**src/design/fci_pkg.sv**
```systemverilog
// Purpose: Shared constants and types for the fax command interpreter
// Assumes: 16-bit register port, single 40 MHz clock domain
// Notes:   Rates are carried as their decimal command values (24, 48, ...)
`default_nettype none

package fci_pkg;

    // Register port offsets
    localparam logic [2:0] ADDR_CMD      = 3'h0;
    localparam logic [2:0] ADDR_STATUS   = 3'h1;
    localparam logic [2:0] ADDR_RESULT   = 3'h2;
    localparam logic [2:0] ADDR_VALUE    = 3'h3;
    localparam logic [2:0] ADDR_INT_STAT = 3'h4;
    localparam logic [2:0] ADDR_INT_MASK = 3'h5;
    localparam logic [2:0] ADDR_SREG     = 3'h6;

    // Command opcodes written to the command register
    typedef enum logic [3:0] {
        CMD_SERVICE_CLASS_SELECT = 4'h0,
        CMD_FAX_TRANSMIT_DATA    = 4'h1,
        CMD_FAX_RECEIVE_DATA     = 4'h2,
        CMD_FRAMED_TRANSMIT      = 4'h3,
        CMD_FRAMED_RECEIVE       = 4'h4,
        CMD_RECEIVE_TEST         = 4'h5,
        CMD_TRANSMIT_TEST        = 4'h6,
        CMD_SREG_QUERY           = 4'h7,
        CMD_LINE_END             = 4'h8,
        CMD_FACTORY_DEFAULTS     = 4'h9,
        CMD_MODEM_RESET          = 4'hA,
        CMD_HOOK_ON              = 4'hB,
        CMD_HOOK_OFF             = 4'hC
    } fci_cmd_t;

    // Command word layout: param[15:8], use_dflt[7], pattern[6:4], op[3:0]
    typedef struct packed {
        logic [7:0] param;
        logic       use_dflt;
        logic [2:0] pattern;
        fci_cmd_t   op;
    } fci_cmd_word_t;

    // Line modulation selected for the datapath
    typedef enum logic [2:0] {
        MOD_NONE      = 3'b000,
        MOD_V27_2400  = 3'b001,
        MOD_V27_4800  = 3'b010,
        MOD_V29_7200  = 3'b011,
        MOD_V29_9600  = 3'b100,
        MOD_V21_300   = 3'b101
    } fci_mod_t;

    typedef enum logic [1:0] {
        ST_PICK = 2'b00,
        ST_LOAD = 2'b01,
        ST_IDLE = 2'b10,
        ST_RUN  = 2'b11
    } fci_state_t;

    // Status register layout
    typedef struct packed {
        logic [7:0] zero;
        logic       busy;
        logic       off_hook;
        logic       fax_class;
        logic       hdlc;
        fci_cmd_t   op;
    } fci_status_t;

    // Result codes
    localparam logic [7:0] RES_OK      = 8'h00;
    localparam logic [7:0] RES_CONNECT = 8'h01;
    localparam logic [7:0] RES_ERROR   = 8'h04;
    localparam logic [7:0] RES_VALUE   = 8'h10;

    // Rate parameters and defaults
    localparam logic [7:0] RATE_24      = 8'h18;
    localparam logic [7:0] RATE_48      = 8'h30;
    localparam logic [7:0] RATE_72      = 8'h48;
    localparam logic [7:0] RATE_96      = 8'h60;
    localparam logic [7:0] RATE_V21     = 8'h03;
    localparam logic [7:0] DFLT_FRH     = 8'h00;
    localparam logic [2:0] DFLT_PATTERN = 3'h0;
    localparam logic       CLASS_DATA   = 1'b0;
    localparam logic       CLASS_FAX1   = 1'b1;

    // Test patterns
    localparam logic [2:0] PAT_ASCII   = 3'h0;
    localparam logic [2:0] PAT_ZEROS   = 3'h1;
    localparam logic [2:0] PAT_SLIDE0  = 3'h3;
    localparam logic [2:0] PAT_SLIDE1  = 3'h5;
    localparam logic [7:0] ASCII_FIRST = 8'h20;
    localparam logic [7:0] ASCII_LAST  = 8'h7F;
    localparam logic [7:0] SLIDE0_SEED = 8'hFE;
    localparam logic [7:0] SLIDE1_SEED = 8'h01;

    // Interrupt bits
    localparam int unsigned INT_W      = 3;
    localparam int unsigned INT_RESULT = 0;
    localparam int unsigned INT_DONE   = 1;
    localparam int unsigned INT_LOADED = 2;

    // Factory S-register values; entries beyond the table load zero
    localparam int unsigned NSREG_DOC = 12;
    localparam logic [7:0] SREG_FACTORY [NSREG_DOC] = '{
        8'h00, 8'h00, 8'h2B, 8'h0D, 8'h0A, 8'h08,
        8'h02, 8'h1E, 8'h02, 8'h06, 8'h0E, 8'h5F
    };

endpackage

`default_nettype wire

```
**src/design/fci_core.sv**
```systemverilog
// Purpose: Fax service-class command interpreter with S-register store
// Assumes: Commands arrive pre-parsed as command words on the register port
// Notes:   One result per command, plus one when a run ends; software drains results on interrupt
//
// The address map and the plain strobed port were chosen for this implementation.
`default_nettype none

module fci_core
    import fci_pkg::*;
#(
    parameter int unsigned NSREG = 16
) (
    input  wire logic                     clk,
    input  wire logic                     rst_n,
    input  wire logic [2:0]               addr,
    input  wire logic [15:0]              wdata,
    input  wire logic                     wr,
    input  wire logic                     rd,
    output logic      [15:0]              rdata,
    output logic                          irq,
    input  wire logic                     host_char_stb,
    input  wire logic                     op_done_stb,
    input  wire logic                     tx_byte_ack,
    output logic                          off_hook,
    output var fci_mod_t                  tx_mod,
    output var fci_mod_t                  rx_mod,
    output logic                          hdlc_mode,
    output logic                          test_active,
    output logic      [7:0]               test_byte,
    output logic                          busy,
    input  wire logic                     nv_present,
    input  wire logic                     nv_parity_ok,
    output logic      [$clog2(NSREG)-1:0] nv_addr,
    input  wire logic [7:0]               nv_data
);

    localparam int IW = $clog2(NSREG);

    fci_state_t       state;
    fci_state_t       next_state;
    fci_cmd_t         run_op;
    logic             svc_class;
    logic             load_user;
    logic [7:0]       sreg [NSREG];
    logic [7:0]       res_code;
    logic [11:0]      res_value;
    logic [INT_W-1:0] int_stat;
    logic [INT_W-1:0] int_mask;
    logic [INT_W-1:0] int_ev;
    logic [2:0]       pat_sel;

    // Port decode; commands only land while idle, so nothing interrupts a load
    fci_cmd_word_t cmd;
    logic          idle;
    logic          cmd_wr;
    logic          sreg_wr;
    logic          mask_wr;
    logic          stat_rd;
    assign cmd     = fci_cmd_word_t'(wdata);
    assign idle    = (state == ST_IDLE);
    assign cmd_wr  = wr && (addr == ADDR_CMD) && idle;
    assign sreg_wr = wr && (addr == ADDR_SREG) && idle;
    assign mask_wr = wr && (addr == ADDR_INT_MASK);
    assign stat_rd = rd && (addr == ADDR_INT_STAT);

    // Parameter defaults per command
    logic [7:0] dflt_param;
    logic [7:0] param_eff;
    logic [2:0] pat_eff;
    assign dflt_param = (cmd.op == CMD_FAX_TRANSMIT_DATA) ? RATE_48 :
                        (cmd.op == CMD_FAX_RECEIVE_DATA)  ? RATE_48 :
                        (cmd.op == CMD_RECEIVE_TEST)      ? RATE_48 :
                        (cmd.op == CMD_FRAMED_TRANSMIT)   ? RATE_V21 :
                        (cmd.op == CMD_TRANSMIT_TEST)     ? RATE_96 :
                        DFLT_FRH;
    assign param_eff  = cmd.use_dflt ? dflt_param : cmd.param;
    assign pat_eff    = cmd.use_dflt ? DFLT_PATTERN : cmd.pattern;

    // Modulation lookup; unframed receive paths only carry V.27 ter, framed receive carries V.21
    fci_mod_t hs_mod;
    fci_mod_t lo_mod;
    fci_mod_t v21_mod;
    fci_mod_t pick_mod;
    logic     is_tx;
    logic     is_rx;
    logic     is_framed;
    assign hs_mod   = (param_eff == RATE_24) ? MOD_V27_2400 :
                      (param_eff == RATE_48) ? MOD_V27_4800 :
                      (param_eff == RATE_72) ? MOD_V29_7200 :
                      (param_eff == RATE_96) ? MOD_V29_9600 : MOD_NONE;
    assign lo_mod   = (hs_mod == MOD_V27_2400 || hs_mod == MOD_V27_4800) ? hs_mod : MOD_NONE;
    assign v21_mod  = (param_eff == RATE_V21) ? MOD_V21_300 : MOD_NONE;
    assign is_tx     = (cmd.op == CMD_FAX_TRANSMIT_DATA) || (cmd.op == CMD_TRANSMIT_TEST);
    assign is_rx     = (cmd.op == CMD_FAX_RECEIVE_DATA) || (cmd.op == CMD_RECEIVE_TEST);
    assign is_framed = (cmd.op == CMD_FRAMED_TRANSMIT) || (cmd.op == CMD_FRAMED_RECEIVE);
    assign pick_mod  = is_tx ? hs_mod : is_rx ? lo_mod : is_framed ? v21_mod : MOD_NONE;

    // Validity of fax commands
    logic is_fax;
    logic needs_line;
    logic pat_ok;
    logic fax_bad;
    logic start_run;
    logic run_end;
    assign is_fax     = is_tx || is_rx || is_framed;
    assign needs_line = is_framed || (cmd.op == CMD_FAX_TRANSMIT_DATA) || (cmd.op == CMD_FAX_RECEIVE_DATA);
    assign pat_ok     = (cmd.op != CMD_TRANSMIT_TEST) || (pat_eff == PAT_ASCII) || (pat_eff == PAT_ZEROS) ||
                        (pat_eff == PAT_SLIDE0) || (pat_eff == PAT_SLIDE1);
    assign fax_bad    = (svc_class != CLASS_FAX1) ||
                        (needs_line && !off_hook) ||
                        (pick_mod == MOD_NONE) || !pat_ok;
    assign start_run  = cmd_wr && is_fax && !fax_bad;
    // Test pattern ignores datapath completion: only the host can end it
    assign run_end    = (state == ST_RUN) &&
                        (host_char_stb || (op_done_stb && run_op != CMD_TRANSMIT_TEST));

    // Query decode and three-digit conversion
    logic        q_ok;
    logic [7:0]  q_val;
    logic [11:0] q_bcd;
    logic [7:0]  cmd_res;
    assign q_ok  = (cmd.param < NSREG);
    assign q_val = sreg[cmd.param[IW-1:0]];
    assign q_bcd = {4'(q_val / 8'h64), 4'((q_val / 8'h0A) % 8'h0A), 4'(q_val % 8'h0A)};
    assign cmd_res = (cmd.op == CMD_SERVICE_CLASS_SELECT) ? ((cmd.param <= 8'h01) ? RES_OK : RES_ERROR) :
                     is_fax ? (fax_bad ? RES_ERROR : RES_CONNECT) :
                     (cmd.op == CMD_SREG_QUERY) ? (q_ok ? RES_VALUE : RES_ERROR) :
                     (cmd.op >= CMD_LINE_END && cmd.op <= CMD_HOOK_OFF) ? RES_OK : RES_ERROR;

    // Default-store sequencing
    always_comb begin
        next_state = state;
        case (state)
            ST_PICK: next_state = ST_LOAD;
            ST_LOAD: next_state = (nv_addr == IW'(NSREG - 1)) ? ST_IDLE : ST_LOAD;
            ST_IDLE: begin
                if (start_run) begin
                    next_state = ST_RUN;
                end else if (cmd_wr && cmd.op == CMD_FACTORY_DEFAULTS) begin
                    next_state = ST_LOAD;
                end else if (cmd_wr && cmd.op == CMD_MODEM_RESET) begin
                    next_state = ST_PICK;
                end
            end
            ST_RUN:  next_state = run_end ? ST_IDLE : ST_RUN;
            default: next_state = ST_PICK;
        endcase
    end

    always_ff @(posedge clk) begin
        state <= !rst_n ? ST_PICK : next_state;
        busy  <= !rst_n ? 1'b1 : (next_state != ST_IDLE);
    end

    // Store health is sampled after reset release, never at reset itself
    always_ff @(posedge clk) begin
        if (!rst_n) begin
            load_user <= 1'b0;
            nv_addr   <= '0;
        end else if (state == ST_PICK) begin
            load_user <= nv_present && nv_parity_ok;
            nv_addr   <= '0;
        end else if (cmd_wr && cmd.op == CMD_FACTORY_DEFAULTS) begin
            load_user <= 1'b0;
            nv_addr   <= '0;
        end else if (state == ST_LOAD) begin
            nv_addr   <= nv_addr + IW'(1);
        end
    end

    // S-register file; the store answers in the cycle its address stands
    logic [7:0] fac_val;
    logic [7:0] load_val;
    assign fac_val  = (nv_addr < NSREG_DOC) ? SREG_FACTORY[nv_addr] : 8'h00;
    assign load_val = load_user ? nv_data : fac_val;
    for (genvar i = 0; i < NSREG; i++) begin : g_sreg
        always_ff @(posedge clk) begin
            if (!rst_n) begin
                sreg[i] <= 8'h00;
            end else if (state == ST_LOAD && nv_addr == IW'(i)) begin
                sreg[i] <= load_val;
            end else if (sreg_wr && wdata[8 +: IW] == IW'(i)) begin
                sreg[i] <= wdata[7:0];
            end
        end
    end

    // Class, hook and result
    always_ff @(posedge clk) begin
        if (!rst_n) begin
            svc_class <= CLASS_DATA;
            off_hook  <= 1'b0;
            res_code  <= RES_OK;
            res_value <= 12'h000;
        end else begin
            if (cmd_wr && cmd.op == CMD_SERVICE_CLASS_SELECT && cmd.param <= 8'h01) begin
                svc_class <= cmd.param[0];
            end
            if (cmd_wr && cmd.op == CMD_HOOK_ON) begin
                off_hook <= 1'b0;
            end else if ((cmd_wr && cmd.op == CMD_HOOK_OFF) || (start_run && cmd.op == CMD_RECEIVE_TEST)) begin
                off_hook <= 1'b1;
            end
            if (cmd_wr) begin
                res_code  <= cmd_res;
                res_value <= (cmd.op == CMD_SREG_QUERY && q_ok) ? q_bcd : 12'h000;
            end else if (run_end) begin
                res_code  <= RES_OK;
                res_value <= 12'h000;
            end
        end
    end

    // Datapath mode outputs
    always_ff @(posedge clk) begin
        if (!rst_n || run_end) begin
            tx_mod    <= MOD_NONE;
            rx_mod    <= MOD_NONE;
            hdlc_mode <= 1'b0;
        end else if (start_run) begin
            tx_mod    <= (is_tx || cmd.op == CMD_FRAMED_TRANSMIT) ? pick_mod : MOD_NONE;
            rx_mod    <= (is_rx || cmd.op == CMD_FRAMED_RECEIVE) ? pick_mod : MOD_NONE;
            hdlc_mode <= is_framed;
        end
    end

    always_ff @(posedge clk) begin
        run_op <= !rst_n ? CMD_LINE_END : (start_run ? cmd.op : run_op);
    end

    // Test pattern source; a byte advances each time the modulator takes one
    logic [7:0] pat_seed;
    logic [7:0] pat_next;
    assign pat_seed = (pat_eff == PAT_SLIDE0) ? SLIDE0_SEED :
                      (pat_eff == PAT_SLIDE1) ? SLIDE1_SEED :
                      (pat_eff == PAT_ZEROS)  ? 8'h00 : ASCII_FIRST;
    assign pat_next = (pat_sel == PAT_ASCII) ? ((test_byte == ASCII_LAST) ? ASCII_FIRST : test_byte + 8'h01) :
                      (pat_sel == PAT_ZEROS) ? 8'h00 : {test_byte[6:0], test_byte[7]};
    always_ff @(posedge clk) begin
        if (!rst_n || run_end) begin
            test_active <= 1'b0;
            test_byte   <= 8'h00;
            pat_sel     <= PAT_ASCII;
        end else if (start_run && cmd.op == CMD_TRANSMIT_TEST) begin
            test_active <= 1'b1;
            test_byte   <= pat_seed;
            pat_sel     <= pat_eff;
        end else if (test_active && tx_byte_ack) begin
            test_byte   <= pat_next;
        end
    end

    // Sticky events; a new event in the clearing read cycle survives it
    assign int_ev[INT_RESULT] = cmd_wr || run_end;
    assign int_ev[INT_DONE]   = run_end;
    assign int_ev[INT_LOADED] = (state == ST_LOAD) && (next_state == ST_IDLE);
    for (genvar b = 0; b < INT_W; b++) begin : g_int
        always_ff @(posedge clk) begin
            int_stat[b] <= !rst_n ? 1'b0 : (int_ev[b] || (int_stat[b] && !stat_rd));
        end
    end

    always_ff @(posedge clk) begin
        int_mask <= !rst_n ? '0 : (mask_wr ? wdata[INT_W-1:0] : int_mask);
        irq      <= !rst_n ? 1'b0 : |(int_stat & int_mask);
    end

    // Read mux; unmapped offsets read zero
    fci_status_t status;
    logic [15:0] rd_mux;
    assign status = '{zero: 8'h00, busy: busy, off_hook: off_hook, fax_class: svc_class,
                      hdlc: hdlc_mode, op: run_op};
    assign rd_mux = (addr == ADDR_STATUS)   ? 16'(status) :
                    (addr == ADDR_RESULT)   ? {8'h00, res_code} :
                    (addr == ADDR_VALUE)    ? {4'h0, res_value} :
                    (addr == ADDR_INT_STAT) ? 16'(int_stat) :
                    (addr == ADDR_INT_MASK) ? 16'(int_mask) : 16'h0000;
    always_ff @(posedge clk) begin
        rdata <= (!rst_n || !rd) ? 16'h0000 : rd_mux;
    end
endmodule

`default_nettype wire

```
**config.mk**
```make
export PLATFORM = sky130hd
export DESIGN_NAME = fci_core
export DESIGN_NICKNAME = d
export VERILOG_FILES = /design/src/design/fci_pkg.sv /design/src/design/fci_core.sv
export SDC_FILE = /design/constraint.sdc
export NUM_CORES = 1
export LEC_CHECK = 0
export ABC_CLOCK_PERIOD_IN_PS = 7300
export BUFFER_PORTS_ARGS = -buffer_cell sky130_fd_sc_hd__buf_2
export CAP_MARGIN = 0
export CORE_ASPECT_RATIO = 1.5
export CORE_MARGIN = 3
export CORE_UTILIZATION = 50
export CTS_BUF_LIST = sky130_fd_sc_hd__clkbuf_8
export DETAILED_ROUTE_END_ITERATION = 10
export PLACE_DENSITY = 0.68
export SLEW_MARGIN = 5
export SYNTH_ARGS = -nofsm -noshare
export SYNTH_HDL_FRONTEND = slang
export SYNTH_SLANG_ARGS = --single-unit
```
**constraint.sdc**
```tcl
create_clock -name clk -period 7.3 [get_ports clk]
set_clock_uncertainty 0.2 [all_clocks]
set_input_delay 1.46 -clock clk [delete_from_list [all_inputs] [get_ports clk]]
set_output_delay 1.46 -clock clk [all_outputs]
set_load 0.02 [all_outputs]
```
==> impl_results.html, run 1 <==
<table>
<tr><th>Metric</th><th>Value</th></tr>
<tr><th colspan="2">Logic synthesis</th></tr>
<tr><td>Multiplexer share of the synthesized area</td><td>8.52%</td></tr>
<tr><td>Seq/Total Area, Yosys</td><td>46.0%</td></tr>
<tr><td>Avg Inst Size Synth</td><td>9.56 um2</td></tr>
<tr><td>Async S/R FF share, synth</td><td>0%</td></tr>
<tr><td>Total of flip-flops plus latches after synthesis</td><td>191</td></tr>
<tr><td>Combinational family with the most area after synthesis</td><td>compound AO/OA/AOI/OAI gates</td></tr>
<tr><td>Post-synthesis simple-gate area fraction</td><td>18.6%</td></tr>
<tr><td>Post-synthesis cell type with the largest combined area</td><td>sky130_fd_sc_hd__edfxtp_1</td></tr>
<tr><td>XOR/XNOR share of the synthesized area</td><td>0.868%</td></tr>
<tr><td>Instance count of the mapped netlist</td><td>1161</td></tr>
<tr><td>Top flip-flop cell by instance count after synthesis</td><td>sky130_fd_sc_hd__edfxtp_1</td></tr>
<tr><td>Share of the synthesized area in the top cell type</td><td>34.6%</td></tr>
<tr><td>Count of warnings emitted by yosys</td><td>0</td></tr>
<tr><td>Post-synthesis cell area</td><td>11100 um2</td></tr>
<tr><td>Cells taking the most area after synthesis</td><td>sky130_fd_sc_hd__edfxtp_1 (35%), sky130_fd_sc_hd__dfxtp_1 (11%), sky130_fd_sc_hd__mux4_2 (6.7%), sky130_fd_sc_hd__nand2_1 (6.3%), sky130_fd_sc_hd__o21ai_0 (6.3%)</td></tr>
<tr><td>Number of synthesized flops with an enable pin</td><td>128</td></tr>
<tr><td>Compound-gate portion of the synthesized area</td><td>19.8%</td></tr>
<tr><td>Count of distinct cell types in the synthesized netlist</td><td>81</td></tr>
<tr><td>Adder-cell share of the synthesized area</td><td>1.53%</td></tr>
<tr><th colspan="2">Global routing</th></tr>
<tr><td>Global-route layer with the greatest usage</td><td>met2</td></tr>
<tr><td>GRT met2 Usage</td><td>47.3%</td></tr>
<tr><td>Met3 capacity usage during global routing</td><td>3.55%</td></tr>
<tr><td>Global route total overflow</td><td>0</td></tr>
<tr><td>Total routing usage reported by global routing</td><td>26.5%</td></tr>
<tr><td>Via count of the first global-routing pass</td><td>8939</td></tr>
<tr><td>Initial antenna violation count</td><td>1</td></tr>
<tr><td>Pin count of the biggest net entering global routing</td><td>39</td></tr>
<tr><td>Global-route wire length before repair</td><td>49700 um</td></tr>
<tr><td>Fraction of met1 tracks used by global routing</td><td>31.1%</td></tr>
<tr><th colspan="2">Placement</th></tr>
<tr><td>Worst-case setup slack after placement</td><td>0.902 ns</td></tr>
<tr><td>Detailed-placement wirelength estimate</td><td>23100 um</td></tr>
<tr><td>Final weighted congestion of routability-driven global placement</td><td>0.934</td></tr>
<tr><td>DP Area</td><td>11500 um2</td></tr>
<tr><td>IO Port Bufs</td><td>68</td></tr>
<tr><th colspan="2">STA</th></tr>
<tr><td>Accumulated negative setup slack</td><td>0 ns</td></tr>
<tr><td>Worst max-slew margin expressed relative to the limit</td><td>16.0%</td></tr>
<tr><td>Smallest setup slack after layout</td><td>1.35 ns</td></tr>
<tr><td>Final critical-path required period</td><td>5.95 ns</td></tr>
<tr><td>Final setup fails</td><td>0</td></tr>
<tr><td>Peak clock frequency supported by timing</td><td>168 MHz</td></tr>
<tr><td>RSZ-0062 raised after global routing</td><td>no</td></tr>
<tr><td>Count of final hold-check violations</td><td>0</td></tr>
<tr><td>Transition time at the pin with the least slew margin</td><td>1.25 ns</td></tr>
<tr><td>Final count of pins violating max slew</td><td>0</td></tr>
<tr><td>Part of the cycle the worst path needs</td><td>81.5%</td></tr>
<tr><th colspan="2">Layout</th></tr>
<tr><td>Filler Cell Count</td><td>1971</td></tr>
<tr><td>Total Nets Final</td><td>1223</td></tr>
<tr><td>Layout cell share with drive strength beyond 1</td><td>14.2%</td></tr>
<tr><td>N_diodes</td><td>0</td></tr>
<tr><td>Area growth, synth to finish</td><td>7.75%</td></tr>
<tr><td>Finished layout cell area</td><td>12000 um2</td></tr>
<tr><th colspan="2">CTS</th></tr>
<tr><td>Clock transition time at the flip-flop clock pins of the worst setup and hold paths</td><td>0.10 ns</td></tr>
<tr><td>Clock network latency to the later pin of the worst-skew pair</td><td>0.48 ns</td></tr>
<tr><td>Inserted Clock Buffers</td><td>17</td></tr>
<tr><td>Count of hold-fix buffers inserted at cts</td><td>0</td></tr>
<tr><td>Clock sinks</td><td>191</td></tr>
<tr><td>Number of gates resized after CTS</td><td>0</td></tr>
<tr><td>Post-CTS Repair Setup Buffers</td><td>0</td></tr>
<tr><td>Buffer levels on the longest clock path</td><td>2</td></tr>
<tr><td>TritonCTS clock tree</td><td>built</td></tr>
<tr><td>Clock root buffer master</td><td>sky130_fd_sc_hd__clkbuf_8</td></tr>
<tr><td>Number of H-tree branching levels</td><td>4</td></tr>
<tr><th colspan="2">Critical path</th></tr>
<tr><td>Startpoint-to-endpoint class of the critical path</td><td>in2reg</td></tr>
<tr><td>Sort of element at the start of the critical path</td><td>input port</td></tr>
<tr><td>Worst-path maximum fanout</td><td>27</td></tr>
<tr><td>Reg-to-reg slack, setup</td><td>2.89 ns</td></tr>
<tr><td>Largest stage delay on the critical path</td><td>0.71 ns</td></tr>
<tr><td>Data arrival time of the critical path</td><td>6.19 ns</td></tr>
<tr><td>Required time at the endpoint of the critical path</td><td>7.53 ns</td></tr>
<tr><td>Worst-path cell with the longest stage delay</td><td>sky130_fd_sc_hd__buf_2</td></tr>
<tr><td>Critical path capture point type</td><td>register</td></tr>
<tr><td>Chain of cells forming the critical path</td><td>buf_2 &gt; buf_4 &gt; mux4_2 &gt; nand2_1 &gt; nand4_1 &gt; nor3_1 &gt; a22oi_1 &gt; o22ai_1 &gt; or4b_1 &gt; nand3b_1 &gt; o21ai_1 &gt; a31oi_1 &gt; ha_1 &gt; or4_1 &gt; a21oi_1 &gt; or3b_1</td></tr>
<tr><td>Cell depth of the worst flop-to-flop path</td><td>14</td></tr>
<tr><th colspan="2">Power</th></tr>
<tr><td>Highest ir drop seen on vdd</td><td>115 uV</td></tr>
<tr><td>Power Dens Cells</td><td>199 nW/um2</td></tr>
<tr><td>Total Power</td><td>2.38 mW</td></tr>
<tr><td>Standby leakage power</td><td>4.24 nW</td></tr>
<tr><th colspan="2">Floorplan</th></tr>
<tr><td>Die outline area</td><td>24100 um2</td></tr>
<tr><td>Die X</td><td>128 um</td></tr>
<tr><td>Effective utilization at floorplan</td><td>50.9%</td></tr>
<tr><td>Std cell rows</td><td>66</td></tr>
<tr><td>Core outline area</td><td>21800 um2</td></tr>
<tr><td>Number of top-level pins</td><td>75</td></tr>
<tr><td>Die Y</td><td>189 um</td></tr>
<tr><th colspan="2">Drt</th></tr>
<tr><td>Via Count</td><td>9332</td></tr>
<tr><td>Violation count after the first detailed-route iteration</td><td>855</td></tr>
<tr><td>Detail Route Antenna Nets</td><td>0</td></tr>
<tr><td>Wire length after detailed routing</td><td>31800 um</td></tr>
<tr><td>First drt pass iteration count</td><td>6</td></tr>
<tr><td>Drt wl/cell</td><td>21.8 um</td></tr>
<tr><td>DRC Markers</td><td>0</td></tr>
<tr><td>Via count normalized by instance count</td><td>6.39</td></tr>
<tr><th colspan="2">Status</th></tr>
<tr><td>Outcome</td><td>finished clean</td></tr>
<tr><th colspan="2">Run</th></tr>
<tr><td>Max-capacitance violation count</td><td>0</td></tr>
<tr><th colspan="2">Worst hold path</th></tr>
<tr><td>Classification of the worst-slack hold path</td><td>reg2reg</td></tr>
<tr><td>Hold path depth</td><td>2</td></tr>
</table>
Yosys cell counts (3+ instances only):
cell type,number
sky130_fd_sc_hd__ha_1,12
sky130_fd_sc_hd__o22ai_1,5
sky130_fd_sc_hd__o221ai_1,15
sky130_fd_sc_hd__or3b_1,4
sky130_fd_sc_hd__a21oi_1,54
sky130_fd_sc_hd__inv_1,19
sky130_fd_sc_hd__or3_1,3
sky130_fd_sc_hd__nor2b_1,22
sky130_fd_sc_hd__and2_1,10
sky130_fd_sc_hd__o21ai_0,139
sky130_fd_sc_hd__nand3b_1,13
sky130_fd_sc_hd__buf_2,15
sky130_fd_sc_hd__a31oi_1,5
sky130_fd_sc_hd__nand3_1,37
sky130_fd_sc_hd__nor2_1,90
sky130_fd_sc_hd__clkbuf_1,62
sky130_fd_sc_hd__buf_6,6
sky130_fd_sc_hd__a22o_1,32
sky130_fd_sc_hd__xnor2_1,6
sky130_fd_sc_hd__mux2i_1,18
sky130_fd_sc_hd__edfxtp_1,128
sky130_fd_sc_hd__a32oi_1,5
sky130_fd_sc_hd__nand2b_1,8
sky130_fd_sc_hd__nor3_1,16
sky130_fd_sc_hd__o21ai_1,8
sky130_fd_sc_hd__or4_1,3
sky130_fd_sc_hd__o21a_1,3
sky130_fd_sc_hd__xor2_1,5
sky130_fd_sc_hd__buf_4,8
sky130_fd_sc_hd__o31ai_1,3
sky130_fd_sc_hd__a211oi_1,17
sky130_fd_sc_hd__a22oi_1,8
sky130_fd_sc_hd__a21boi_0,8
sky130_fd_sc_hd__nand4_1,9
sky130_fd_sc_hd__o211ai_1,5
sky130_fd_sc_hd__and3_1,9
sky130_fd_sc_hd__dfxtp_1,63
sky130_fd_sc_hd__mux4_2,33
sky130_fd_sc_hd__and4_1,3
sky130_fd_sc_hd__or2_2,3
sky130_fd_sc_hd__nor3b_1,6
sky130_fd_sc_hd__a2111oi_0,4
sky130_fd_sc_hd__nand2_1,187
final cells by class:
cell class	count	area [um2]	area share, %
multi-input combinational	863	5510	46.1
sequential	191	5100	42.7
timing repair buffer	83	453	3.79
tap	272	340	2.84
clock buffer	18	248	2.07
clock inverter	14	235	1.97
inverter	19	71.3	0.596
worst paths after layout:
kind	from	to
setup / recovery	wdata[8]	res_value[7]
hold / removal	res_value[1]	res_value[1]
setup reg to reg	sreg[6][5]	res_value[7]
hold reg to reg	res_value[1]	res_value[1]
metal layers:
layer	part of all wire (%)	wire [um]
met1	36	11500
met2	53	16700
met3	6.3	2000
met4	4.7	1490
met5	0.054	17
kinds of logic after synthesis:
logic type                 count (synthesis)
AOI/OAI and AO/OA                        341
xor gates and xnor gates                  11
adders and majority gates                 14
buffers and inverters                    112
DFF                                      191
muxes                                     53
other                                      1
and+or+nand+nor                          438
per-stage QoR:
step	hold slack [ns]	instances	util [%]
final	0.267	1460	54.9
after global routing	0.295	1460	54.9
after CTS	0.270	1460	54.9
after detailed placement	0.257	1428	52.7
after global placement	0.242	1428	52.7
after floorplan	0.230	1166	-
state kept, by name (all words and copies together) (netlist names), 4 cells and up:
register / cells
nv_addr: 4
run_op: 4
test_byte: 8
sreg: 128
rdata: 10
res_value: 10
power breakdown:
| group | internal [mW] | leakage [nW] | switching [mW] |
|---|---|---|---|
| clock | 0.454 | 0.253 | 0.392 |
| sequential | 1.18 | 1.84 | 0.0111 |
| combinational | 0.117 | 2.15 | 0.231 |
placed cells by master (no fill, tap or decap), drive strengths merged, types with 5 or more instances in the layout:
cell type	count
a21boi	9
a32oi	5
o221ai	15
buf	83
nor3	16
nand4	10
a22o	32
xnor2	6
a22oi	11
edfxtp	128
conb	6
and3	9
nor2	92
ha	12
o22ai	6
o211ai	5
dfxtp	63
and2	10
nor3b	6
and4	5
nand2b	9
inv	27
o21ai	147
mux2i	18
nand3	37
or3b	5
mux4	33
nor2b	22
bufinv	6
clkbuf	18
a31oi	5
a211oi	17
nand2	188
nand3b	13
a21oi	55
xor2	5
worst max-delay path: cells and delay by family:
| kind | cells | cell delay (ns) |
|---|---|---|
| buf+inv | 2 | 1.00 |
| compound gates | 5 | 0.78 |
| fa+ha+maj | 1 | 0.21 |
| mux | 1 | 0.50 |
| simple gates | 7 | 2.20 |
Power figures use the tool's default switching activity.
==> run 2: changes to the inputs <==
ABC_CLOCK_PERIOD_IN_PS = 5200   (was 7300)
PLACE_DENSITY = 0.71   (was 0.68)
clock period = 5.2 ns   (was 7.3 ns; I/O delays follow)
==> impl_results.html, run 2 (synthesis gave the netlist of run 1 again) <==
<table>
<tr><th>Metric</th><th>Value</th></tr>
<tr><th colspan="2">Status</th></tr>
<tr><td>Outcome</td><td>finished clean</td></tr>
<tr><th colspan="2">Critical path</th></tr>
<tr><td>Largest stage delay on the critical path</td><td>0.54 ns (-0.17 ns)</td></tr>
<tr><td>Required time at the endpoint of the critical path</td><td>5.38 ns (-2.15 ns)</td></tr>
<tr><td>Startpoint-to-endpoint class of the critical path</td><td>in2reg</td></tr>
<tr><td>Chain of cells forming the critical path</td><td>buf_2 &gt; buf_12 &gt; mux4_2 &gt; nand2_1 &gt; and4_1 &gt; buf_4 &gt; nor2_1 &gt; o32ai_1 &gt; nand2b_1 &gt; inv_1 &gt; ha_1 &gt; a2111oi_0 &gt; a22oi_2 &gt; o2111ai_1 &gt; or3b_1</td></tr>
<tr><td>Worst-path cell with the longest stage delay</td><td>sky130_fd_sc_hd__mux4_2</td></tr>
<tr><td>Sort of element at the start of the critical path</td><td>input port</td></tr>
<tr><td>Worst-path maximum fanout</td><td>23 (-15%)</td></tr>
<tr><td>Data arrival time of the critical path</td><td>4.76 ns (-1.43 ns)</td></tr>
<tr><td>Critical path capture point type</td><td>register</td></tr>
<tr><th colspan="2">Global routing</th></tr>
<tr><td>Via count of the first global-routing pass</td><td>9433 (+5.5%)</td></tr>
<tr><td>Pin count of the biggest net entering global routing</td><td>38 (-2.6%)</td></tr>
<tr><td>Total routing usage reported by global routing</td><td>27.3% (+0.81 points)</td></tr>
<tr><td>Initial antenna violation count</td><td>0 (-1)</td></tr>
<tr><td>Global route total overflow</td><td>0 (unchanged)</td></tr>
<tr><td>Global-route wire length before repair</td><td>51100 um (+2.9%)</td></tr>
<tr><th colspan="2">Layout</th></tr>
<tr><td>Total Nets Final</td><td>1259 (+2.9%)</td></tr>
<tr><td>Layout cell share with drive strength beyond 1</td><td>16.9% (+2.7 points)</td></tr>
<tr><td>Area growth, synth to finish</td><td>9.72%</td></tr>
<tr><td>Max reg flops</td><td>128 (unchanged)</td></tr>
<tr><td>Top library cells by usage in the layout, fill and taps aside</td><td>sky130_fd_sc_hd__nand2_1 (187), sky130_fd_sc_hd__o21ai_0 (139), sky130_fd_sc_hd__edfxtp_1 (128)</td></tr>
<tr><td>Final cell count without fillers</td><td>1496 (+2.5%)</td></tr>
<tr><td>Most frequent standard cell in the layout excluding fill and tap cells</td><td>sky130_fd_sc_hd__nand2_1</td></tr>
<tr><td>Largest registers</td><td>sreg: 128 flops, rdata: 10 flops, res_value: 10 flops</td></tr>
<tr><td>N_diodes</td><td>0 (unchanged)</td></tr>
<tr><td>Register name with the most flops</td><td>sreg</td></tr>
<tr><th colspan="2">Power</th></tr>
<tr><td>Power Dens Cells</td><td>262 nW/um2 (+32%)</td></tr>
<tr><td>Proportion of power drawn by combinational gates</td><td>16.7% (+2.1 points)</td></tr>
<tr><td>Highest ir drop seen on vdd</td><td>167 uV (+44%)</td></tr>
<tr><td>Clock network power share</td><td>31.0% (-4.5 points)</td></tr>
<tr><td>Net Switching</td><td>944 uW (+49%)</td></tr>
<tr><td>Net switching share of the total power</td><td>29.5% (+2.9 points)</td></tr>
<tr><td>Sequential share of power</td><td>52.3% (+2.4 points)</td></tr>
<tr><td>Internal power consumption</td><td>2.25 mW (+29%)</td></tr>
<tr><td>Standby leakage power</td><td>4.37 nW (+3.0%)</td></tr>
<tr><th colspan="2">Drt</th></tr>
<tr><td>Drt wl/cell</td><td>21.9 um (+0.66%)</td></tr>
<tr><td>Detail Route Antenna Nets</td><td>0 (unchanged)</td></tr>
<tr><td>Violation count after the first detailed-route iteration</td><td>1166 (+36%)</td></tr>
<tr><td>Via Count</td><td>9553 (+2.4%)</td></tr>
<tr><td>Wire length after detailed routing</td><td>32800 um (+3.1%)</td></tr>
<tr><td>First drt pass iteration count</td><td>5 (-1)</td></tr>
<tr><td>DRC Markers</td><td>0 (unchanged)</td></tr>
<tr><td>Via count normalized by instance count</td><td>6.39 (about the same)</td></tr>
<tr><th colspan="2">CTS</th></tr>
<tr><td>Post-CTS Repair Setup Buffers</td><td>0 (unchanged)</td></tr>
<tr><td>Clock network latency to the later pin of the worst-skew pair</td><td>0.49 ns (about the same)</td></tr>
<tr><td>Inserted Clock Buffers</td><td>17 (unchanged)</td></tr>
<tr><td>Number of H-tree branching levels</td><td>4 (unchanged)</td></tr>
<tr><td>Buffer levels on the longest clock path</td><td>2 (unchanged)</td></tr>
<tr><td>Clock sinks</td><td>191 (unchanged)</td></tr>
<tr><td>Number of gates resized after CTS</td><td>0 (unchanged)</td></tr>
<tr><td>TritonCTS clock tree</td><td>built</td></tr>
<tr><td>Count of hold-fix buffers inserted at cts</td><td>0 (unchanged)</td></tr>
<tr><td>Clock root buffer master</td><td>sky130_fd_sc_hd__clkbuf_8</td></tr>
<tr><td>Clock transition time at the flip-flop clock pins of the worst setup and hold paths</td><td>0.12 ns (+0.02 ns)</td></tr>
<tr><th colspan="2">STA</th></tr>
<tr><td>Transition time at the pin with the least slew margin</td><td>1.27 ns (+0.0204 ns)</td></tr>
<tr><td>Final setup fails</td><td>0 (unchanged)</td></tr>
<tr><td>RSZ-0062 raised after global routing</td><td>no</td></tr>
<tr><td>Count of final hold-check violations</td><td>0 (unchanged)</td></tr>
<tr><td>Worst max-slew margin expressed relative to the limit</td><td>15.2% (-0.86 points)</td></tr>
<tr><td>Peak clock frequency supported by timing</td><td>219 MHz</td></tr>
<tr><td>Final critical-path required period</td><td>4.57 ns</td></tr>
<tr><td>Final count of pins violating max slew</td><td>0 (unchanged)</td></tr>
<tr><td>Accumulated negative setup slack</td><td>0 ns (unchanged)</td></tr>
<tr><td>Part of the cycle the worst path needs</td><td>88.0%</td></tr>
<tr><td>Worst Hold Slack</td><td>0.262 ns (-0.00563 ns)</td></tr>
<tr><th colspan="2">Floorplan</th></tr>
<tr><td>Effective utilization at floorplan</td><td>50.9% (unchanged)</td></tr>
<tr><td>Number of top-level pins</td><td>75 (unchanged)</td></tr>
<tr><td>Die Y</td><td>189 um (unchanged)</td></tr>
<tr><td>Std cell rows</td><td>66 (unchanged)</td></tr>
<tr><td>Die X</td><td>128 um (unchanged)</td></tr>
<tr><td>Die outline area</td><td>24100 um2 (unchanged)</td></tr>
<tr><td>Core outline area</td><td>21800 um2 (unchanged)</td></tr>
<tr><th colspan="2">Placement</th></tr>
<tr><td>Final weighted congestion of routability-driven global placement</td><td>0.944 (+1.1%)</td></tr>
<tr><td>IO Port Bufs</td><td>68 (unchanged)</td></tr>
<tr><td>Dpl cells</td><td>1464 (+2.5%)</td></tr>
<tr><td>Detailed-placement wirelength estimate</td><td>24200 um (+4.7%)</td></tr>
<tr><th colspan="2">Run</th></tr>
<tr><td>Max-capacitance violation count</td><td>0 (unchanged)</td></tr>
<tr><th colspan="2">Worst hold path</th></tr>
<tr><td>Classification of the worst-slack hold path</td><td>reg2reg</td></tr>
</table>
[run 2: cell count changes in the layout (fill, tap and decap cells not counted), moves of 2 or more]
cell	change
sky130_fd_sc_hd__buf_12	+2
sky130_fd_sc_hd__buf_4	+34
sky130_fd_sc_hd__bufinv_16	-5
sky130_fd_sc_hd__clkinv_8	+3
sky130_fd_sc_hd__clkinvlp_4	+3
sky130_fd_sc_hd__inv_1	-2
sky130_fd_sc_hd__inv_4	-3
sky130_fd_sc_hd__inv_6	+2
[run 2: through the flow]
stage          instance area, um2  worst slack [ns]  power (mW)  util [%]
3_5_place_dp                11800             0.162        2.23      54.0
4_1_cts                     12200             0.662        3.19      55.9
2_1_floorplan               11100             0.505        2.07         -
3_3_place_gp                11800             0.242        2.22      54.0
5_1_grt                     12200             0.466        3.31      55.9
6_report                    12200             0.625        3.19      55.9
[run 2: final cells by class]
type                            count  area (um2)
Inverter                           19        71.3
Clock inverter                     15         173
Timing Repair Buffer              119         748
Multi-Input combinational cell    863        5510
Tap cell                          272         340
Fill cell                        1968        9620
Clock buffer                       17         234
Sequential cell                   191        5100
[run 2: worst paths after layout]
kind / start / end / slack [ns] / cells past startpoint
worst min-delay path: res_value[1] / res_value[1] / 0.26 / 2
worst min register to register: res_value[1] / res_value[1] / 0.26 / 2
worst max-delay path: wdata[8] / res_value[7] / 0.63 / 15
worst max register to register: sreg[4][7] / res_value[7] / 1.26 / 13
[run 2: worst max-delay path, delay by kind of cell]
family / cells / cell delay [ns]
mux: 1 / 0.54
simple gates: 5 / 1.04
buf+inv: 4 / 0.67
compound gates: 4 / 1.14
fa+ha+maj: 1 / 0.31
[run 2: per-layer routing]
layer	GRT usage [%]	share of wire (%)
met1	30.4	35
met2	50.3	54
met3	3.01	6.2
met4	14.3	5.5
met5	0	0
[run 2: power by group through the flow]
stage	sequential [mW]	clock, mW	combinational, mW
after global placement	1.70	0	0.519
after detailed placement	1.71	0	0.523
after CTS	1.67	0.999	0.525
after global routing	1.67	1.06	0.576
after floorplan	1.70	0	0.370
final	1.67	0.992	0.532
